<file path="config.mk">
export PLATFORM = sky130hd
export DESIGN_NAME = spi_transfer_mode_control
export DESIGN_NICKNAME = d
export VERILOG_FILES = /design/src/core/spi_mode_pkg.sv /design/src/core/spi_transfer_mode_control.sv
export SDC_FILE = /design/constraint.sdc
export NUM_CORES = 1
export LEC_CHECK = 0
export BUFFER_PORTS_ARGS = -buffer_cell sky130_fd_sc_hd__buf_2
export CORE_MARGIN = 10
export CORE_UTILIZATION = 43
export CTS_CLUSTER_SIZE = 20
export DETAILED_ROUTE_END_ITERATION = 8
export GPL_ROUTABILITY_DRIVEN = 0
export REMOVE_ABC_BUFFERS = 1
export SLEW_MARGIN = 30
export SYNTH_ARGS = -nofsm -noshare
export SYNTH_HDL_FRONTEND = slang
export SYNTH_SLANG_ARGS = --single-unit
</file>
<file path="constraint.sdc">
create_clock -name pclk -period 3.84 [get_ports pclk]
set_input_delay 0.384 -clock pclk [delete_from_list [all_inputs] [get_ports pclk]]
set_output_delay 0.384 -clock pclk [all_outputs]
set_load 0.02 [all_outputs]
</file>
<file path="src/core/spi_mode_pkg.sv">
package spi_mode_pkg;

   // ------------------------------------------------------------
   // Register map (byte addresses)
   // ------------------------------------------------------------
   localparam logic [7:0]  ADDR_MAIN_CTRL   = 8'h00;  // Mode, disable, loop fields
   localparam logic [7:0]  ADDR_FRAME_CNT   = 8'h04;  // Frames to receive minus one
   localparam logic [7:0]  ADDR_ENABLE      = 8'h08;  // Controller enable
   localparam logic [7:0]  ADDR_DATA        = 8'h0C;  // Tx write only; reads are refused with pslverr
   localparam logic [7:0]  ADDR_STATUS      = 8'h10;  // Status readback

   // ------------------------------------------------------------
   // Field positions and reset values
   // ------------------------------------------------------------
   localparam int          POS_LOOP         = 11;
   localparam int          POS_TXD_DIS      = 10;
   localparam int          POS_MODE_LO      = 8;
   localparam int          POS_MASTER       = 0;     // Role select is bit POS_MASTER + 1 of enable reg
   localparam logic        RST_LOOP         = 1'h0;
   localparam logic        RST_TXD_DIS      = 1'h0;
   localparam logic [1:0]  RST_MODE         = 2'h0;
   localparam logic [15:0] RST_FRAME_CNT    = 16'h0000;
   localparam logic [31:0] RD_UNMAPPED      = 32'h0000_0000;

   // ------------------------------------------------------------
   // Transfer modes
   // ------------------------------------------------------------
   typedef enum logic [1:0] {
      MODE_TXRX = 2'b00,
      MODE_TX   = 2'b01,
      MODE_RX   = 2'b10,
      MODE_EEP  = 2'b11
   } xfer_mode_t;

   // Frame width on the wire
   localparam int          FRAME_BITS       = 8;
   // Serial clock divider for master role: toggle every SCLK_HALF + 1 pclk
   localparam logic [7:0]  SCLK_HALF        = 8'h04;

   // Control bundle
   typedef struct packed {
      logic       loop_test_select;
      logic       slave_txd_disable;
      xfer_mode_t transfer_mode_select;
   } ctrl_t;

endpackage : spi_mode_pkg

</file>
<file path="src/core/spi_transfer_mode_control.sv">
// Operation
// - Loop bit: 0 normal, 1 test
// - Test mode routes tx shift into rx
// - Txd disable acts only in slave role
// - Disable set: output enable never asserted
// - Txd disable resets to zero
// - Mode field bits 9:8, resets 00
// - Shifting always full duplex
// - Tx-only drops received frames
// - Rx-only resends first written word
// - Tx/rx runs until tx FIFO empty
// - Tx/rx stores each received frame; code drops a frame when the two-entry rx buffer is full
// - EEPROM mode: tx entries are control
// - EEPROM: rx valid after control done
// - EEPROM mode only as master; code also runs it in slave role
// - Master rx count reaches count plus one
// - Slave rx-only runs while selected
//
// The implementer's own choices: the placing of the registers and the APB interface to the registers.
`timescale 1ns/1ps
module spi_transfer_mode_control
   import spi_mode_pkg::*;
#(
   parameter int FIFO_DEPTH = 4
) (
   // APB slave
   input  wire logic        pclk,
   input  wire logic        presetn,
   input  wire logic        psel,
   input  wire logic        penable,
   input  wire logic        pwrite,
   input  wire logic [7:0]  paddr,
   input  wire logic [31:0] pwdata,
   output logic      [31:0] prdata,
   output logic             pready,
   output logic             pslverr,
   // Serial link pins
   input  wire logic        sclk_in,
   input  wire logic        ss_in_n,
   input  wire logic        rxd,
   output logic             sclk_out,
   output logic             ss_out_n,
   output logic             txd,
   output logic             txd_oe_n,
   // Received word stream
   output logic [7:0]       rx_data,
   output logic             rx_valid,
   input  wire logic        rx_ready
);

   // ------------------------------------------------------------
   // State and registers
   // ------------------------------------------------------------
   typedef enum {ST_IDLE, ST_XFER, ST_TAIL} st_t;

   ctrl_t       ctrl_q,   ctrl_d;     // Lockable control fields
   logic [15:0] fcnt_q,   fcnt_d;     // frame_count_minus_one
   logic        en_q,     en_d;       // Controller enable
   logic        mst_q,    mst_d;      // 1 = master role
   logic [7:0]  txf_q [FIFO_DEPTH];   // Tx FIFO storage
   logic [7:0]  txf_d [FIFO_DEPTH];
   logic [2:0]  tcnt_q,   tcnt_d;     // Tx FIFO fill level
   logic [7:0]  rword_q,  rword_d;    // Word repeated in rx-only
   logic [7:0]  sh_tx_q,  sh_tx_d;    // Transmit shift register
   logic [7:0]  sh_rx_q,  sh_rx_d;    // Receive shift register
   logic [2:0]  bit_q,    bit_d;      // Bit counter in frame
   logic [15:0] rxn_q,    rxn_d;      // Frames received
   logic [7:0]  div_q,    div_d;      // Master clock divider
   logic        sck_q,    sck_d;      // Master clock level
   logic        ssn_q,    ssn_d;      // Master select level
   logic        oen_q,    oen_d;      // Registered txd enable, low active
   logic        ctlf_q,   ctlf_d;     // Frame in flight carries control data
   st_t         st_q,     st_d;
   logic [31:0] prd_q,    prd_d;
   logic        prdy_q,   prdy_d;
   logic        perr_q,   perr_d;
   // Two-entry skid buffer toward the rx consumer
   logic [7:0]  buf_q [2];
   logic [7:0]  buf_d [2];
   logic [1:0]  bcnt_q,   bcnt_d;

   // Two-flop synchronisers for pins
   logic [2:0] s1_q, s2_q;
   logic       sck_prev_q;
   always_ff @(posedge pclk or negedge presetn) begin
      if (!presetn) begin
         // Idle pin levels: clock low, select high, data low
         s1_q       <= 3'h2;
         s2_q       <= 3'h2;
         sck_prev_q <= 1'b0;
      end else begin
         s1_q       <= {sclk_in, ss_in_n, rxd};
         s2_q       <= s1_q;
         sck_prev_q <= s2_q[2];
      end
   end

   logic sck_s, ssn_s, rxd_s;
   assign sck_s = s2_q[2];
   assign ssn_s = s2_q[1];
   assign rxd_s = s2_q[0];

   // ------------------------------------------------------------
   // Next-state logic
   // ------------------------------------------------------------
   always_comb begin
      logic       wr, rd, rise, fall, done, rx_ok, last, bit_in, push;
      logic [7:0] rxw;
      ctrl_d  = ctrl_q;
      fcnt_d  = fcnt_q;
      en_d    = en_q;
      mst_d   = mst_q;
      txf_d   = txf_q;
      tcnt_d  = tcnt_q;
      rword_d = rword_q;
      sh_tx_d = sh_tx_q;
      sh_rx_d = sh_rx_q;
      bit_d   = bit_q;
      rxn_d   = rxn_q;
      div_d   = div_q;
      sck_d   = sck_q;
      ssn_d   = ssn_q;
      st_d    = st_q;
      ctlf_d  = ctlf_q;
      rise    = 1'b0;
      fall    = 1'b0;
      bit_in  = 1'b0;
      buf_d   = buf_q;
      bcnt_d  = bcnt_q;
      prd_d   = prd_q;
      perr_d  = 1'b0;
      push    = 1'b0;
      rxw     = 8'h00;
      rx_ok   = 1'b0;
      done    = 1'b0;
      last    = 1'b0;
      wr      = psel && penable && pwrite && !prdy_q;
      rd      = psel && penable && !pwrite && !prdy_q;
      prdy_d  = psel && penable && !prdy_q;

      // Output consumer drains front entry
      if (bcnt_q != 2'd0 && rx_ready) begin
         buf_d[0] = buf_q[1];
         bcnt_d   = bcnt_q - 2'd1;
      end

      // Edge detect: master uses own divider, slave the sampled clock
      if (mst_q) begin
         // Tail state keeps the divider so the last high phase completes
         if (st_q != ST_IDLE) begin
            if (div_q == SCLK_HALF) begin
               div_d = 8'h00;
               sck_d = !sck_q;
               rise  = !sck_q;
               fall  = sck_q;
            end else begin
               div_d = div_q + 8'h01;
            end
         end
      end else begin
         rise = !ssn_s && sck_s && !sck_prev_q;
         fall = !ssn_s && !sck_s && sck_prev_q;
      end

      bit_in = ctrl_q.loop_test_select ? sh_tx_q[7] : rxd_s;

      // Valid-data rules per mode
      case (ctrl_q.transfer_mode_select)
         MODE_TX:   rx_ok = 1'b0;
         MODE_TXRX: rx_ok = 1'b1;
         MODE_RX:   rx_ok = 1'b1;
         default:   rx_ok = !ctlf_q;
      endcase

      // shift on every edge regardless of mode
      if (rise) begin
         sh_rx_d = {sh_rx_q[6:0], bit_in};
         bit_d   = bit_q + 3'd1;
         last    = (bit_q == 3'(FRAME_BITS - 1));
      end
      if (fall && bit_q != 3'd0) begin
         sh_tx_d = {sh_tx_q[6:0], 1'b0};
      end else if (fall && st_q != ST_TAIL) begin
         // Next word loads on the fall after a frame, never on the
         // rising edge at which the peer samples the last bit
         case (ctrl_q.transfer_mode_select)
            MODE_RX: sh_tx_d = rword_q;
            default: begin
               // every FIFO entry is control data
               ctlf_d = (tcnt_q != 3'd0);
               if (tcnt_q != 3'd0) begin
                  sh_tx_d = txf_q[0];
                  for (int i = 0; i < FIFO_DEPTH - 1; i++) begin
                     txf_d[i] = txf_q[i+1];
                  end
                  tcnt_d = tcnt_q - 3'd1;
               end
            end
         endcase
      end

      if (last) begin
         rxw = {sh_rx_q[6:0], bit_in};
         // Full buffer drops the frame; consumer must keep up
         if (rx_ok && bcnt_d != 2'd2) begin
            push = 1'b1;
            buf_d[bcnt_d[0]] = rxw;
            bcnt_d = bcnt_d + 2'd1;
         end
         if (rx_ok) begin
            rxn_d = rxn_q + 16'h0001;
         end
         // end on empty tx FIFO; end on frame count
         if (ctrl_q.transfer_mode_select == MODE_TXRX ||
             ctrl_q.transfer_mode_select == MODE_TX) begin
            done = (tcnt_q == 3'd0);
         end else begin
            done = rx_ok && (rxn_q == fcnt_q);
         end
      end

      // Master sequencing
      case (st_q)
         ST_IDLE: begin
            // Slave keeps counting while selected
            if (mst_q || ssn_s) begin
               rxn_d = 16'h0000;
               bit_d = 3'd0;
            end
            // Master start gate for every mode; EEPROM mode still shifts and stores in slave role
            if (en_q && mst_q && tcnt_q != 3'd0) begin
               st_d    = ST_XFER;
               ssn_d   = 1'b0;
               sck_d   = 1'b0;
               div_d   = 8'h00;
               sh_tx_d = txf_q[0];
               rword_d = txf_q[0];
               ctlf_d  = 1'b1;
               for (int i = 0; i < FIFO_DEPTH - 1; i++) begin
                  txf_d[i] = txf_q[i+1];
               end
               tcnt_d = tcnt_q - 3'd1;
            end else if (!mst_q && ssn_s) begin
               sh_tx_d = (tcnt_q != 3'd0) ? txf_q[0] : rword_q;
            end
         end
         ST_XFER: begin
            // Cut frame ends at once; a finished one waits for its last fall
            if (!en_q) begin
               st_d  = ST_IDLE;
               ssn_d = 1'b1;
               sck_d = 1'b0;
            end else if (done) begin
               st_d = ST_TAIL;
            end
         end
         default: begin
            if (fall || !en_q) begin
               st_d  = ST_IDLE;
               ssn_d = 1'b1;
               sck_d = 1'b0;
            end
         end
      endcase

      // APB register writes; control, frame count and role locked while enabled
      if (wr) begin
         if (paddr == ADDR_MAIN_CTRL) begin
            if (!en_q) begin
               ctrl_d.loop_test_select     = pwdata[POS_LOOP];
               ctrl_d.slave_txd_disable    = pwdata[POS_TXD_DIS];
               ctrl_d.transfer_mode_select = xfer_mode_t'(pwdata[POS_MODE_LO +: 2]);
            end
         end else if (paddr == ADDR_FRAME_CNT) begin
            if (!en_q) fcnt_d = pwdata[15:0];
         end else if (paddr == ADDR_ENABLE) begin
            en_d = pwdata[0];
            if (!en_q) mst_d = pwdata[POS_MASTER + 1];
         end else if (paddr == ADDR_DATA) begin
            if (tcnt_d != 3'(FIFO_DEPTH)) begin
               txf_d[tcnt_d[1:0]] = pwdata[7:0];
               tcnt_d = tcnt_d + 3'd1;
               if (st_q == ST_IDLE) rword_d = (tcnt_q == 3'd0) ? pwdata[7:0] : rword_q;
            end else begin
               perr_d = 1'b1;
            end
         end else if (paddr != ADDR_STATUS) begin
            perr_d = 1'b1;
         end
      end
      if (rd) begin
         if (paddr == ADDR_MAIN_CTRL) begin
            prd_d = {20'h0, ctrl_q.loop_test_select, ctrl_q.slave_txd_disable,
                     ctrl_q.transfer_mode_select, 8'h00};
         end else if (paddr == ADDR_FRAME_CNT) begin
            prd_d = {16'h0000, fcnt_q};
         end else if (paddr == ADDR_ENABLE) begin
            prd_d = {30'h0, mst_q, en_q};
         end else if (paddr == ADDR_STATUS) begin
            prd_d = {rxn_q, 8'h00, 3'h0, push, tcnt_q, (st_q != ST_IDLE)};
         end else begin
            prd_d  = RD_UNMAPPED;
            perr_d = 1'b1;
         end
      end
      if (!en_d) begin
         tcnt_d = 3'd0;
      end
   end

   // slave only; disable holds enable off
   assign oen_d = !(!mst_q && !ssn_s && !ctrl_q.slave_txd_disable && en_q);

   // ------------------------------------------------------------
   // Registers
   // ------------------------------------------------------------
   always_ff @(posedge pclk or negedge presetn) begin
      if (!presetn) begin
         // disable resets clear; mode resets 00
         ctrl_q  <= '{loop_test_select: RST_LOOP, slave_txd_disable: RST_TXD_DIS,
                      transfer_mode_select: MODE_TXRX};
         fcnt_q  <= RST_FRAME_CNT;
         en_q    <= 1'b0;
         mst_q   <= 1'b0;
         txf_q   <= '{default: 8'h00};
         tcnt_q  <= 3'd0;
         rword_q <= 8'h00;
         sh_tx_q <= 8'h00;
         sh_rx_q <= 8'h00;
         bit_q   <= 3'd0;
         rxn_q   <= 16'h0000;
         div_q   <= 8'h00;
         sck_q   <= 1'b0;
         ssn_q   <= 1'b1;
         oen_q   <= 1'b1;
         ctlf_q  <= 1'b0;
         st_q    <= ST_IDLE;
         buf_q   <= '{default: 8'h00};
         bcnt_q  <= 2'd0;
         prd_q   <= 32'h0000_0000;
         prdy_q  <= 1'b0;
         perr_q  <= 1'b0;
      end else begin
         ctrl_q  <= ctrl_d;
         fcnt_q  <= fcnt_d;
         en_q    <= en_d;
         mst_q   <= mst_d;
         txf_q   <= txf_d;
         tcnt_q  <= tcnt_d;
         rword_q <= rword_d;
         sh_tx_q <= sh_tx_d;
         sh_rx_q <= sh_rx_d;
         bit_q   <= bit_d;
         rxn_q   <= rxn_d;
         div_q   <= div_d;
         sck_q   <= sck_d;
         ssn_q   <= ssn_d;
         oen_q   <= oen_d;
         ctlf_q  <= ctlf_d;
         st_q    <= st_d;
         buf_q   <= buf_d;
         bcnt_q  <= bcnt_d;
         prd_q   <= prd_d;
         prdy_q  <= prdy_d;
         perr_q  <= perr_d;
      end
   end

   // Outputs straight from flops except rx_valid, decoded from bcnt_q
   assign prdata   = prd_q;
   assign pready   = prdy_q;
   assign pslverr  = perr_q;
   assign sclk_out = sck_q;
   assign ss_out_n = ssn_q;
   assign txd      = sh_tx_q[7];
   assign txd_oe_n = oen_q;
   assign rx_data  = buf_q[0];
   assign rx_valid = (bcnt_q != 2'd0);

endmodule : spi_transfer_mode_control

</file>
* Word-level counts from Yosys, hierarchy flattened
Index checks and enable logic that the tools add are counted.
** Storage, ports and cells
- Flip-flop bits (word level) :: 202
- Input port bits :: 49
- Logic and storage cells :: 242
** Operators by class
- Reduce and logical (&&, ||, !) cells :: 55
- $lt $le $gt $ge :: 4
- Mux-type cells :: 121
- Equal/unequal tests :: 18
- Bitwise gates (word level) :: 6
- Add/sub/neg operators :: 7
** Operator list (number)
- $mux W32 :: 14
- $mux W8 :: 26
- $mux W24 :: 6
- $mux W16 :: 6
- $logic_not A32 Y1 :: 2
- $pmux W32 S2 :: 1
- $mux W3 :: 16
- $mux W1 :: 42
- $bwmux W32 :: 1
- $eq A32 B1 Y1 const B :: 1
- $ne A32 B3 Y1 const B :: 1
- $reduce_bool A32 Y1 :: 1
- $logic_and A1 B1 Y1 :: 23
- $add A16 B1 Y16 const B :: 1
- $bwmux W16 :: 1
- $demux W8 S2 :: 1
- $eq A16 B16 Y1 :: 1
- $eq A8 B3 Y1 const B :: 2
- $eq A8 B4 Y1 const B :: 2
- $logic_not A1 Y1 :: 11
- $reduce_and A3 Y1 :: 3
- $reduce_bool A3 Y1 :: 3
- $add A8 B1 Y8 const B :: 1
- $demux W8 S1 :: 1
- 31 further kinds :: 44

* Logic depth before layout (Yosys ltp)
Gate-level depths: netlist of run 1.
- Word-level depth :: 21
- Depth in mapped cells :: 19
- Mapped depth without buffers :: 16

* Worst setup path before layout of run 1
Ideal clock, no wire load.
- Path type :: flip-flop to flip-flop
- Start point :: register div_q[0]
- End point :: register rword_q[0]
- Data arrival time :: 3.641 ns
- Cell stages (with the launch flop) :: 20
- Setup time :: 0.119 ns
- Buffers on the path :: 3
- Required time :: 3.721 ns
- Slack :: 0.080 ns
- Path through :: dfrtp_1 -> inv_1 -> ha_1 -> nor4b_1 -> and3_1 -> ha_1 -> o211a_1 -> o21a_1 -> a31oi_4 -> buf_6 -> buf_2 -> xnor2_1 -> inv_1 -> ha_1 -> inv_1 -> a211o_2 -> a31o_2 -> buf_4 -> o22a_1 -> o21a_1
** On the way
- Word-level cells in the longest chain between the ends :: 16
- Elaborated cells on any way between the ends :: 18
** Ends and longest elaborated chain
- from (decl) :: RTL line spi_transfer_mode_control.sv:68 : logic [7:0] div_q, div_d;
- from (signal assigned) :: RTL line spi_transfer_mode_control.sv:355 : div_q <= div_d;
- $eq A8 B3 Y1 * :: RTL line spi_transfer_mode_control.sv:151 : if (div_q == SCLK_HALF) begin
- $mux W1 * :: RTL line spi_transfer_mode_control.sv:151
- $mux W1 * :: RTL line spi_transfer_mode_control.sv:150 : if (st_q != ST_IDLE) begin
- $mux W1 * :: RTL line spi_transfer_mode_control.sv:148 : if (mst_q) begin
- $logic_and A1 B1 Y1 :: RTL line spi_transfer_mode_control.sv:183 : end else if (fall && st_q != ST_TAIL) begin
- $mux W3 :: RTL line spi_transfer_mode_control.sv:183
- $mux W3 * :: RTL line spi_transfer_mode_control.sv:181 : if (fall && bit_q != 3'd0) begin
- $mux W3 :: RTL line spi_transfer_mode_control.sv:231 : if (en_q && mst_q && tcnt_q != 3'd0) begin
- $mux W3 * :: RTL line spi_transfer_mode_control.sv:223 : case (st_q)
- $ne A3 B3 Y1 * :: RTL line spi_transfer_mode_control.sv:280 : if (tcnt_d != 3'(FIFO_DEPTH)) begin
- $mux W8 :: RTL line spi_transfer_mode_control.sv:280
- $mux W8 :: RTL line spi_transfer_mode_control.sv:279 : end else if (paddr == ADDR_DATA) begin
- $mux W8 :: RTL line spi_transfer_mode_control.sv:276 : end else if (paddr == ADDR_ENABLE) begin
- $mux W8 :: RTL line spi_transfer_mode_control.sv:274 : end else if (paddr == ADDR_FRAME_CNT) begin
- $mux W8 :: RTL line spi_transfer_mode_control.sv:268 : if (paddr == ADDR_MAIN_CTRL) begin
- $mux W8 :: RTL line spi_transfer_mode_control.sv:267 : if (wr) begin
- to (signal assigned) :: RTL line spi_transfer_mode_control.sv:350 : rword_q <= rword_d;
- to (decl) :: RTL line spi_transfer_mode_control.sv:63 : logic [7:0] rword_q, rword_d;
Every way passes the cells marked *; elsewhere a longest branch is shown, timed or not.
A chain may end at the register's enable or synchronous reset.

==> summary.md, run 1 <==
| Metric | Value |
|---|---|
| Inst Count DP | 1098 |
| GRT Util Overall | 15.3% |
| Core Region | 18800 sq um |
| Crit Path Category | reg -> reg |
| Max-slew violation count | 0 |
| Die width | 159 um |
| DRC viols | 0 |
| RSZ-0062 raised after global routing | yes |
| Initial DRC Count | 396 |
| Dpl hpwl | 13600 um |
| Post-synth design cell area | 8290 sq um |
| Synth area leader | dfrtp_1 |
| CP Cell Sequence | inv_1, ha_1, nor4b_1, and3_1, ha_1, o211a_1, o21a_1, a31oi_4, mux2_2, ha_1, inv_1, a211o_2, o2111ai_2, nor2_1, a21oi_1 |
| Synth async-reset ratio | 100% |
| Via count | 6017 |
| Clock Skew | 11.7 ps |
| Layout cell share with drive strength beyond 1 | 22.6% |
| First-pass GRT wire length | 32000 um |
| Vias in the first global route | 5954 |
| FMAX | 279 MHz |
| Clk buf depth | 2 |
| Worst slew margin | 42.1% |
| DR vias/cell | 5.32 |
| Final WL | 19200 um |
| CP Launch Type | register |
| CTS Hold Bufs | 0 |
| Worst-Margin Slew | 864 ps |
| Reg2reg path depth | 15 |
| Critical Path RT | 4110 ps |
| Crit. End Element | register |
| Routed Antenna Nets | 0 |
| Die area | 25200 sq um |
| Synth Register Bits | 172 |
| Post-synth top flop | dfrtp_1 |
| Worst Path Max Fanout | 16 |
| Final Non-Filler Cells | 1132 |
| Std cell rows | 50 |
| Total grt overflow | 0 |
| Starting Density | 44.0% |
| Cell family with most CP delay | compound AO/OA/AOI/OAI gates |
| Worst Hold Class | in -> async |
| Met3 Use GR | 3.02% |
| Max incr delay on CP | 440 ps |
| Pwr Density | 421 nW/um^2 |
| Number of cells upsized or downsized after cts | 0 |
| Most Frequent Cell on Critical Path | ha_1 |
| WP data arrival | 3850 ps |
| Leakage | 4.67 nW |
| Reg2Reg Setup Slack | 260 ps |
| Bufs and invs on worst path | 2 |
| Sequential element share of the synthesized area | 52.0% |
| Top post-synthesis cells by area | dfrtp_1 51%, mux2_2 6.1%, mux2i_1 4.3%, nor2_1 4.0%, nand2_1 3.3% |
| CP max-delay cell | dfrtp_1 |
| Placed cell area | 8940 sq um |
| EDFF count, synth | 0 |
| Design area | 9540 sq um |
| Ys Warns | 0 |
| CTS tree | built |
| Die Y | 159 um |
| Boundary Pins | 96 |
| Max rail drop VDD | 312 uV |
| Hold Fails Final Rpt | 0 |
| GR Util met2 | 24.1% |
| Routing usage on met1 | 20.7% |
| CTS Root Cell | clkbuf_16 |
| Worst path depth | 15 |
| Post-CTS setup buffers | 0 |
| Outcome | complete, no violations |
| Post-Syn Area per Cell | 10.6 sq um |
| Area delta synth->final | 15.1% |
| H-tree depth | 4 |
| Reg clk slew, reported paths | 70 ps |
| Fillers | 1746 |
| Clock latency on the worst-skew pair | 430 ps |
| DRT Pass-1 Iters | 5 |
| Final net count | 922 |
| Most common cell in the netlist | dfrtp_1 |
| Unique masters post-synth | 60 |
| Max cap viols | 0 |
| Largest net degree at the start of global routing | 97 |
| Initial antenna violation count | 1 |
| Post-Syn Instances | 783 |
| Synth top area share | 50.7% |
| Avg WL per Cell | 17.0 um |
| Number of I/O port buffers | 79 |
| Top cells by instance count after synthesis | 168 x dfrtp_1, 88 x nor2_1, 72 x nand2_1, 45 x mux2_2 |
| Worst hold slack | 25.0 ps |
| CTS Sinks | 172 |
| CTS Buf Count | 17 |
| Final setup violation count | 0 |
| GR peak layer | met2 |
| Final period utilization | 93.2% |
| Period minus WS final | 3580 ps |
==> cells in the final DEF (no fill, tap or decap), types with 20 or more instances in the layout <==
cell,synthesis,final
nand2_1,72,72
inv_1,20,20
xor2_1,28,28
mux2_2,45,45
o21ai_0,44,44
dfrtp_1,168,168
nor2_1,88,88
buf_2,8,78
nand3_1,20,20
a21oi_1,44,44
mux2i_1,36,36
==> per-layer routing <==
metal  part of all wire [%]  wire length, um
met5                      0                0
met4                    1.8              346
met3                    3.8              726
met2                     47             8990
met1                     48             9130
==> state kept, by name (all words and copies together) (netlist names), 2 cells and up, named ones only <==
register,cells
rword_q,8
div_q,8
s1_q,3
s2_q,3
sh_tx_q,8
sh_rx_q,7
bcnt_q,2
fcnt_q,16
rx_data,8
bit_q,3
st_q,2
txf_q,24
rxn_q,16
ctrl_q,4
prdata,32
tcnt_q,3
==> logic make-up after synthesis <==
group                      count (synthesis)  share of synthesized area, %
and+or+nand+nor                          249                          14.1
DFF                                      172                          52.0
xor gates and xnor gates                  37                          3.91
adders and majority gates                 16                          2.41
buffers and inverters                     63                          3.61
AOI/OAI and AO/OA                        165                          13.5
muxes                                     81                          10.5
==> stage by stage <==
step           setup WS [ps]  power [W]  setup TNS [ps]  utilization, %
3_5_place_dp             149    0.00232               0            47.5
3_3_place_gp             191    0.00232               0            47.5
2_1_floorplan           -320    0.00216           -7210               -
5_1_grt                 -137    0.00418           -1480            50.7
6_report                 262    0.00402               0            50.7
4_1_cts                  134    0.00406               0            50.6
==> power breakdown <==
part	switching [W]	internal (W)	total, W	leakage [nW]
combinational	0.000203	0.000134	0.000337	2.17
sequential	0.0000558	0.00188	0.00194	2.21
clock	0.000808	0.000931	0.00174	0.290
total	0.00107	0.00295	0.00402	4.67
==> worst reg2reg max path, delay by kind of cell (launching register included) <==
kind	cells	cell delay, ps
compound gates	6	1260
simple gates	3	550
fa+ha+maj	3	620
mux	1	400
flops	1	440
buf+inv	2	160
==> cell type report <==
type | count | area (sq um) | area share (%)
inverters | 20 | 75.1 | 0.787
diodes | 2 | 5.00 | 0.0525
clock buffers | 17 | 425 | 4.46
flip-flops and latches | 172 | 4310 | 45.2
multi-input cells | 548 | 3690 | 38.6
well taps | 260 | 325 | 3.41
repair buffers | 98 | 547 | 5.73
clock inverters | 15 | 169 | 1.77
==> worst paths after layout <==
| kind | from | to |
|---|---|---|
| worst min-delay path | presetn | txf_q[10] |
| min in group pclk | ss_in_n | s1_q[1] |
| worst max register to register | div_q[0] | txf_q[21] |
| worst min register to register | s1_q[0] | s2_q[0] |
| max in group asynchronous | presetn | prdata[14] |
| worst max-delay path | div_q[0] | txf_q[21] |
Note: power is estimated with default switching activity, not from simulation.
==> run 2, diff against run 1 <==
--- a/config.mk
+++ b/config.mk
@@ -7,10 +7,11 @@
 export LEC_CHECK = 0
 export BUFFER_PORTS_ARGS = -buffer_cell sky130_fd_sc_hd__buf_2
 export CORE_MARGIN = 10
-export CORE_UTILIZATION = 43
+export CORE_UTILIZATION = 35
 export CTS_CLUSTER_SIZE = 20
 export DETAILED_ROUTE_END_ITERATION = 8
 export GPL_ROUTABILITY_DRIVEN = 0
+export PLACE_DENSITY_LB_ADDON = 0.05
 export REMOVE_ABC_BUFFERS = 1
 export SLEW_MARGIN = 30
 export SYNTH_ARGS = -nofsm -noshare
==> summary.md, run 2 (same netlist as run 1, synthesis figures left out) <==
| Metric | Value |
|---|---|
| Placed cell area | 9020 sq um |
| Die area | 30200 sq um |
| Max-slew violation count | 0 |
| Dpl hpwl | 15000 um |
| Violated checks | negative hold slack |
| Post-CTS setup buffers | 0 |
| Layout cell share with drive strength beyond 1 | 22.8% |
| Period minus WS final | 3660 ps |
| Core Util, Final | 41.3% |
| Final net count | 922 |
| Std cell rows | 56 |
| Design area | 9670 sq um |
| Combinational Power Share | 8.5% |
| Largest net degree at the start of global routing | 82 |
| Final WL | 20800 um |
| Commonest non-fill, non-tap cell in the layout | dfrtp_1 |
| Critical Path RT | 4150 ps |
| Number of I/O port buffers | 79 |
| Net Sw Power | 0.00106 W |
| CTS Hold Bufs | 0 |
| First-pass GRT wire length | 34400 um |
| Setup_tns | 0 ps |
| Area delta synth->final | 16.6% |
| Final Non-Filler Cells | 1189 |
| Crit Path Category | reg -> reg |
| Initial antenna violation count | 0 |
| H-tree depth | 4 |
| Worst slew margin | 41.3% |
| Clock latency on the worst-skew pair | 430 ps |
| CP Launch Type | register |
| Avg WL per Cell | 17.5 um |
| Inst Count DP | 1157 |
| CTS Root Cell | clkbuf_16 |
| Die Y | 174 um |
| Starting Density | 35.4% |
| Crit. End Element | register |
| Max cap viols | 0 |
| Vias in the first global route | 6341 |
| CTS Buf Count | 17 |
| DR vias/cell | 5.03 |
| ANT cells | 0 |
| Routed Antenna Nets | 0 |
| Clk buf depth | 2 |
| Clock Skew | 12.2 ps |
| Final setup violation count | 0 |
| CTS Sinks | 172 |
| Int Pwr | 0.00301 W |
| Reg clk slew, reported paths | 70 ps |
| Boundary Pins | 96 |
| Switching share of power | 26.1% |
| Max rail drop VDD | 239 uV |
| Outcome | finished, violations left |
| Clk pwr share | 43.8% |
| Final period utilization | 95.4% |
| Worst Path Max Fanout | 8 |
| Total grt overflow | 0 |
| Seq pwr share | 47.7% |
| Die width | 174 um |
| Worst hold slack | -0.845 ps |
| RSZ-0062 raised after global routing | yes |
| Worst Hold Class | in -> async |
| FMAX | 273 MHz |
| WP data arrival | 3980 ps |
| Via count | 5981 |
| Pwr Density | 421 nW/um^2 |
| GRT Util Overall | 13.9% |
| CTS tree | built |
| Hold Fails Final Rpt | 1 |
| Max reg flops | 32 |
| Worst-Margin Slew | 875 ps |
| Most frequent cells in the layout | 168 x dfrtp_1, 88 x nor2_1, 78 x buf_2 |
| DRT Pass-1 Iters | 6 |
| Initial DRC Count | 398 |
| Leakage | 4.69 nW |
| DRC viols | 0 |
| Core Region | 23400 sq um |
| Number of cells upsized or downsized after cts | 0 |
run 2: metrics by stage:
| stage | total power (W) | setup WS (ps) |
|---|---|---|
| 4_1_cts | 0.00415 | 67.7 |
| 3_3_place_gp | 0.00232 | 121 |
| 2_1_floorplan | 0.00216 | -320 |
| 3_5_place_dp | 0.00233 | 88.4 |
| 6_report | 0.00407 | 176 |
| 5_1_grt | 0.00426 | -30.7 |
run 2: final timing paths:
| path | from | slack, ps | end | cells after the start |
|---|---|---|---|---|
| max | div_q[0] | 180 | register | 13 |
| min | presetn | -0.8 | prdata[14] | 1 |
| max reg2reg | div_q[0] | 180 | register | 13 |
| min reg2reg | s1_q[2] | 360 | s2_q[2] | 0 |
| max in group asynchronous | presetn | 2940 | rword_q[0] | 2 |
| min in group pclk | ss_in_n | 50 | s1_q[1] | 1 |
run 2: final cells by class:
cell class	count	area (sq um)
clock inverters	15	179
fillers	2330	13700
well taps	319	399
multi-input cells	548	3720
repair buffers	98	557
inverters	20	75.1
clock buffers	17	425
flip-flops and latches	172	4310
run 2: power groups by stage:
stage / combinational, W / sequential (W) / clock, W
after floorplan: 0.000178 / 0.00198 / 0
after global placement: 0.000342 / 0.00198 / 0
after detailed placement: 0.000356 / 0.00198 / 0
after CTS: 0.000358 / 0.00194 / 0.00184
after global routing: 0.000392 / 0.00195 / 0.00191
final: 0.000347 / 0.00194 / 0.00178
run 2: worst max-delay path: stages (launching register included):
cell	delay [ps]
dfrtp_1	430
inv_1	70
ha_1	180
nor4b_1	130
and3_1	190
ha_1	180
o211a_1	160
o21a_1	240
a31oi_4	260
mux2_2	410
ha_1	250
nand2b_1	280
o2111a_2	400
mux2_2	370
run 2: per-layer routing:
metal | routed length, um | track usage (%) | vias to the layer above
li1 | - | - | 2899
met1 | 9740 | 18.0 | 2953
met2 | 10200 | 23.4 | 116
met3 | 689 | 2.64 | 13
met4 | 178 | 3.85 | 0
met5 | 0 | 0 | -
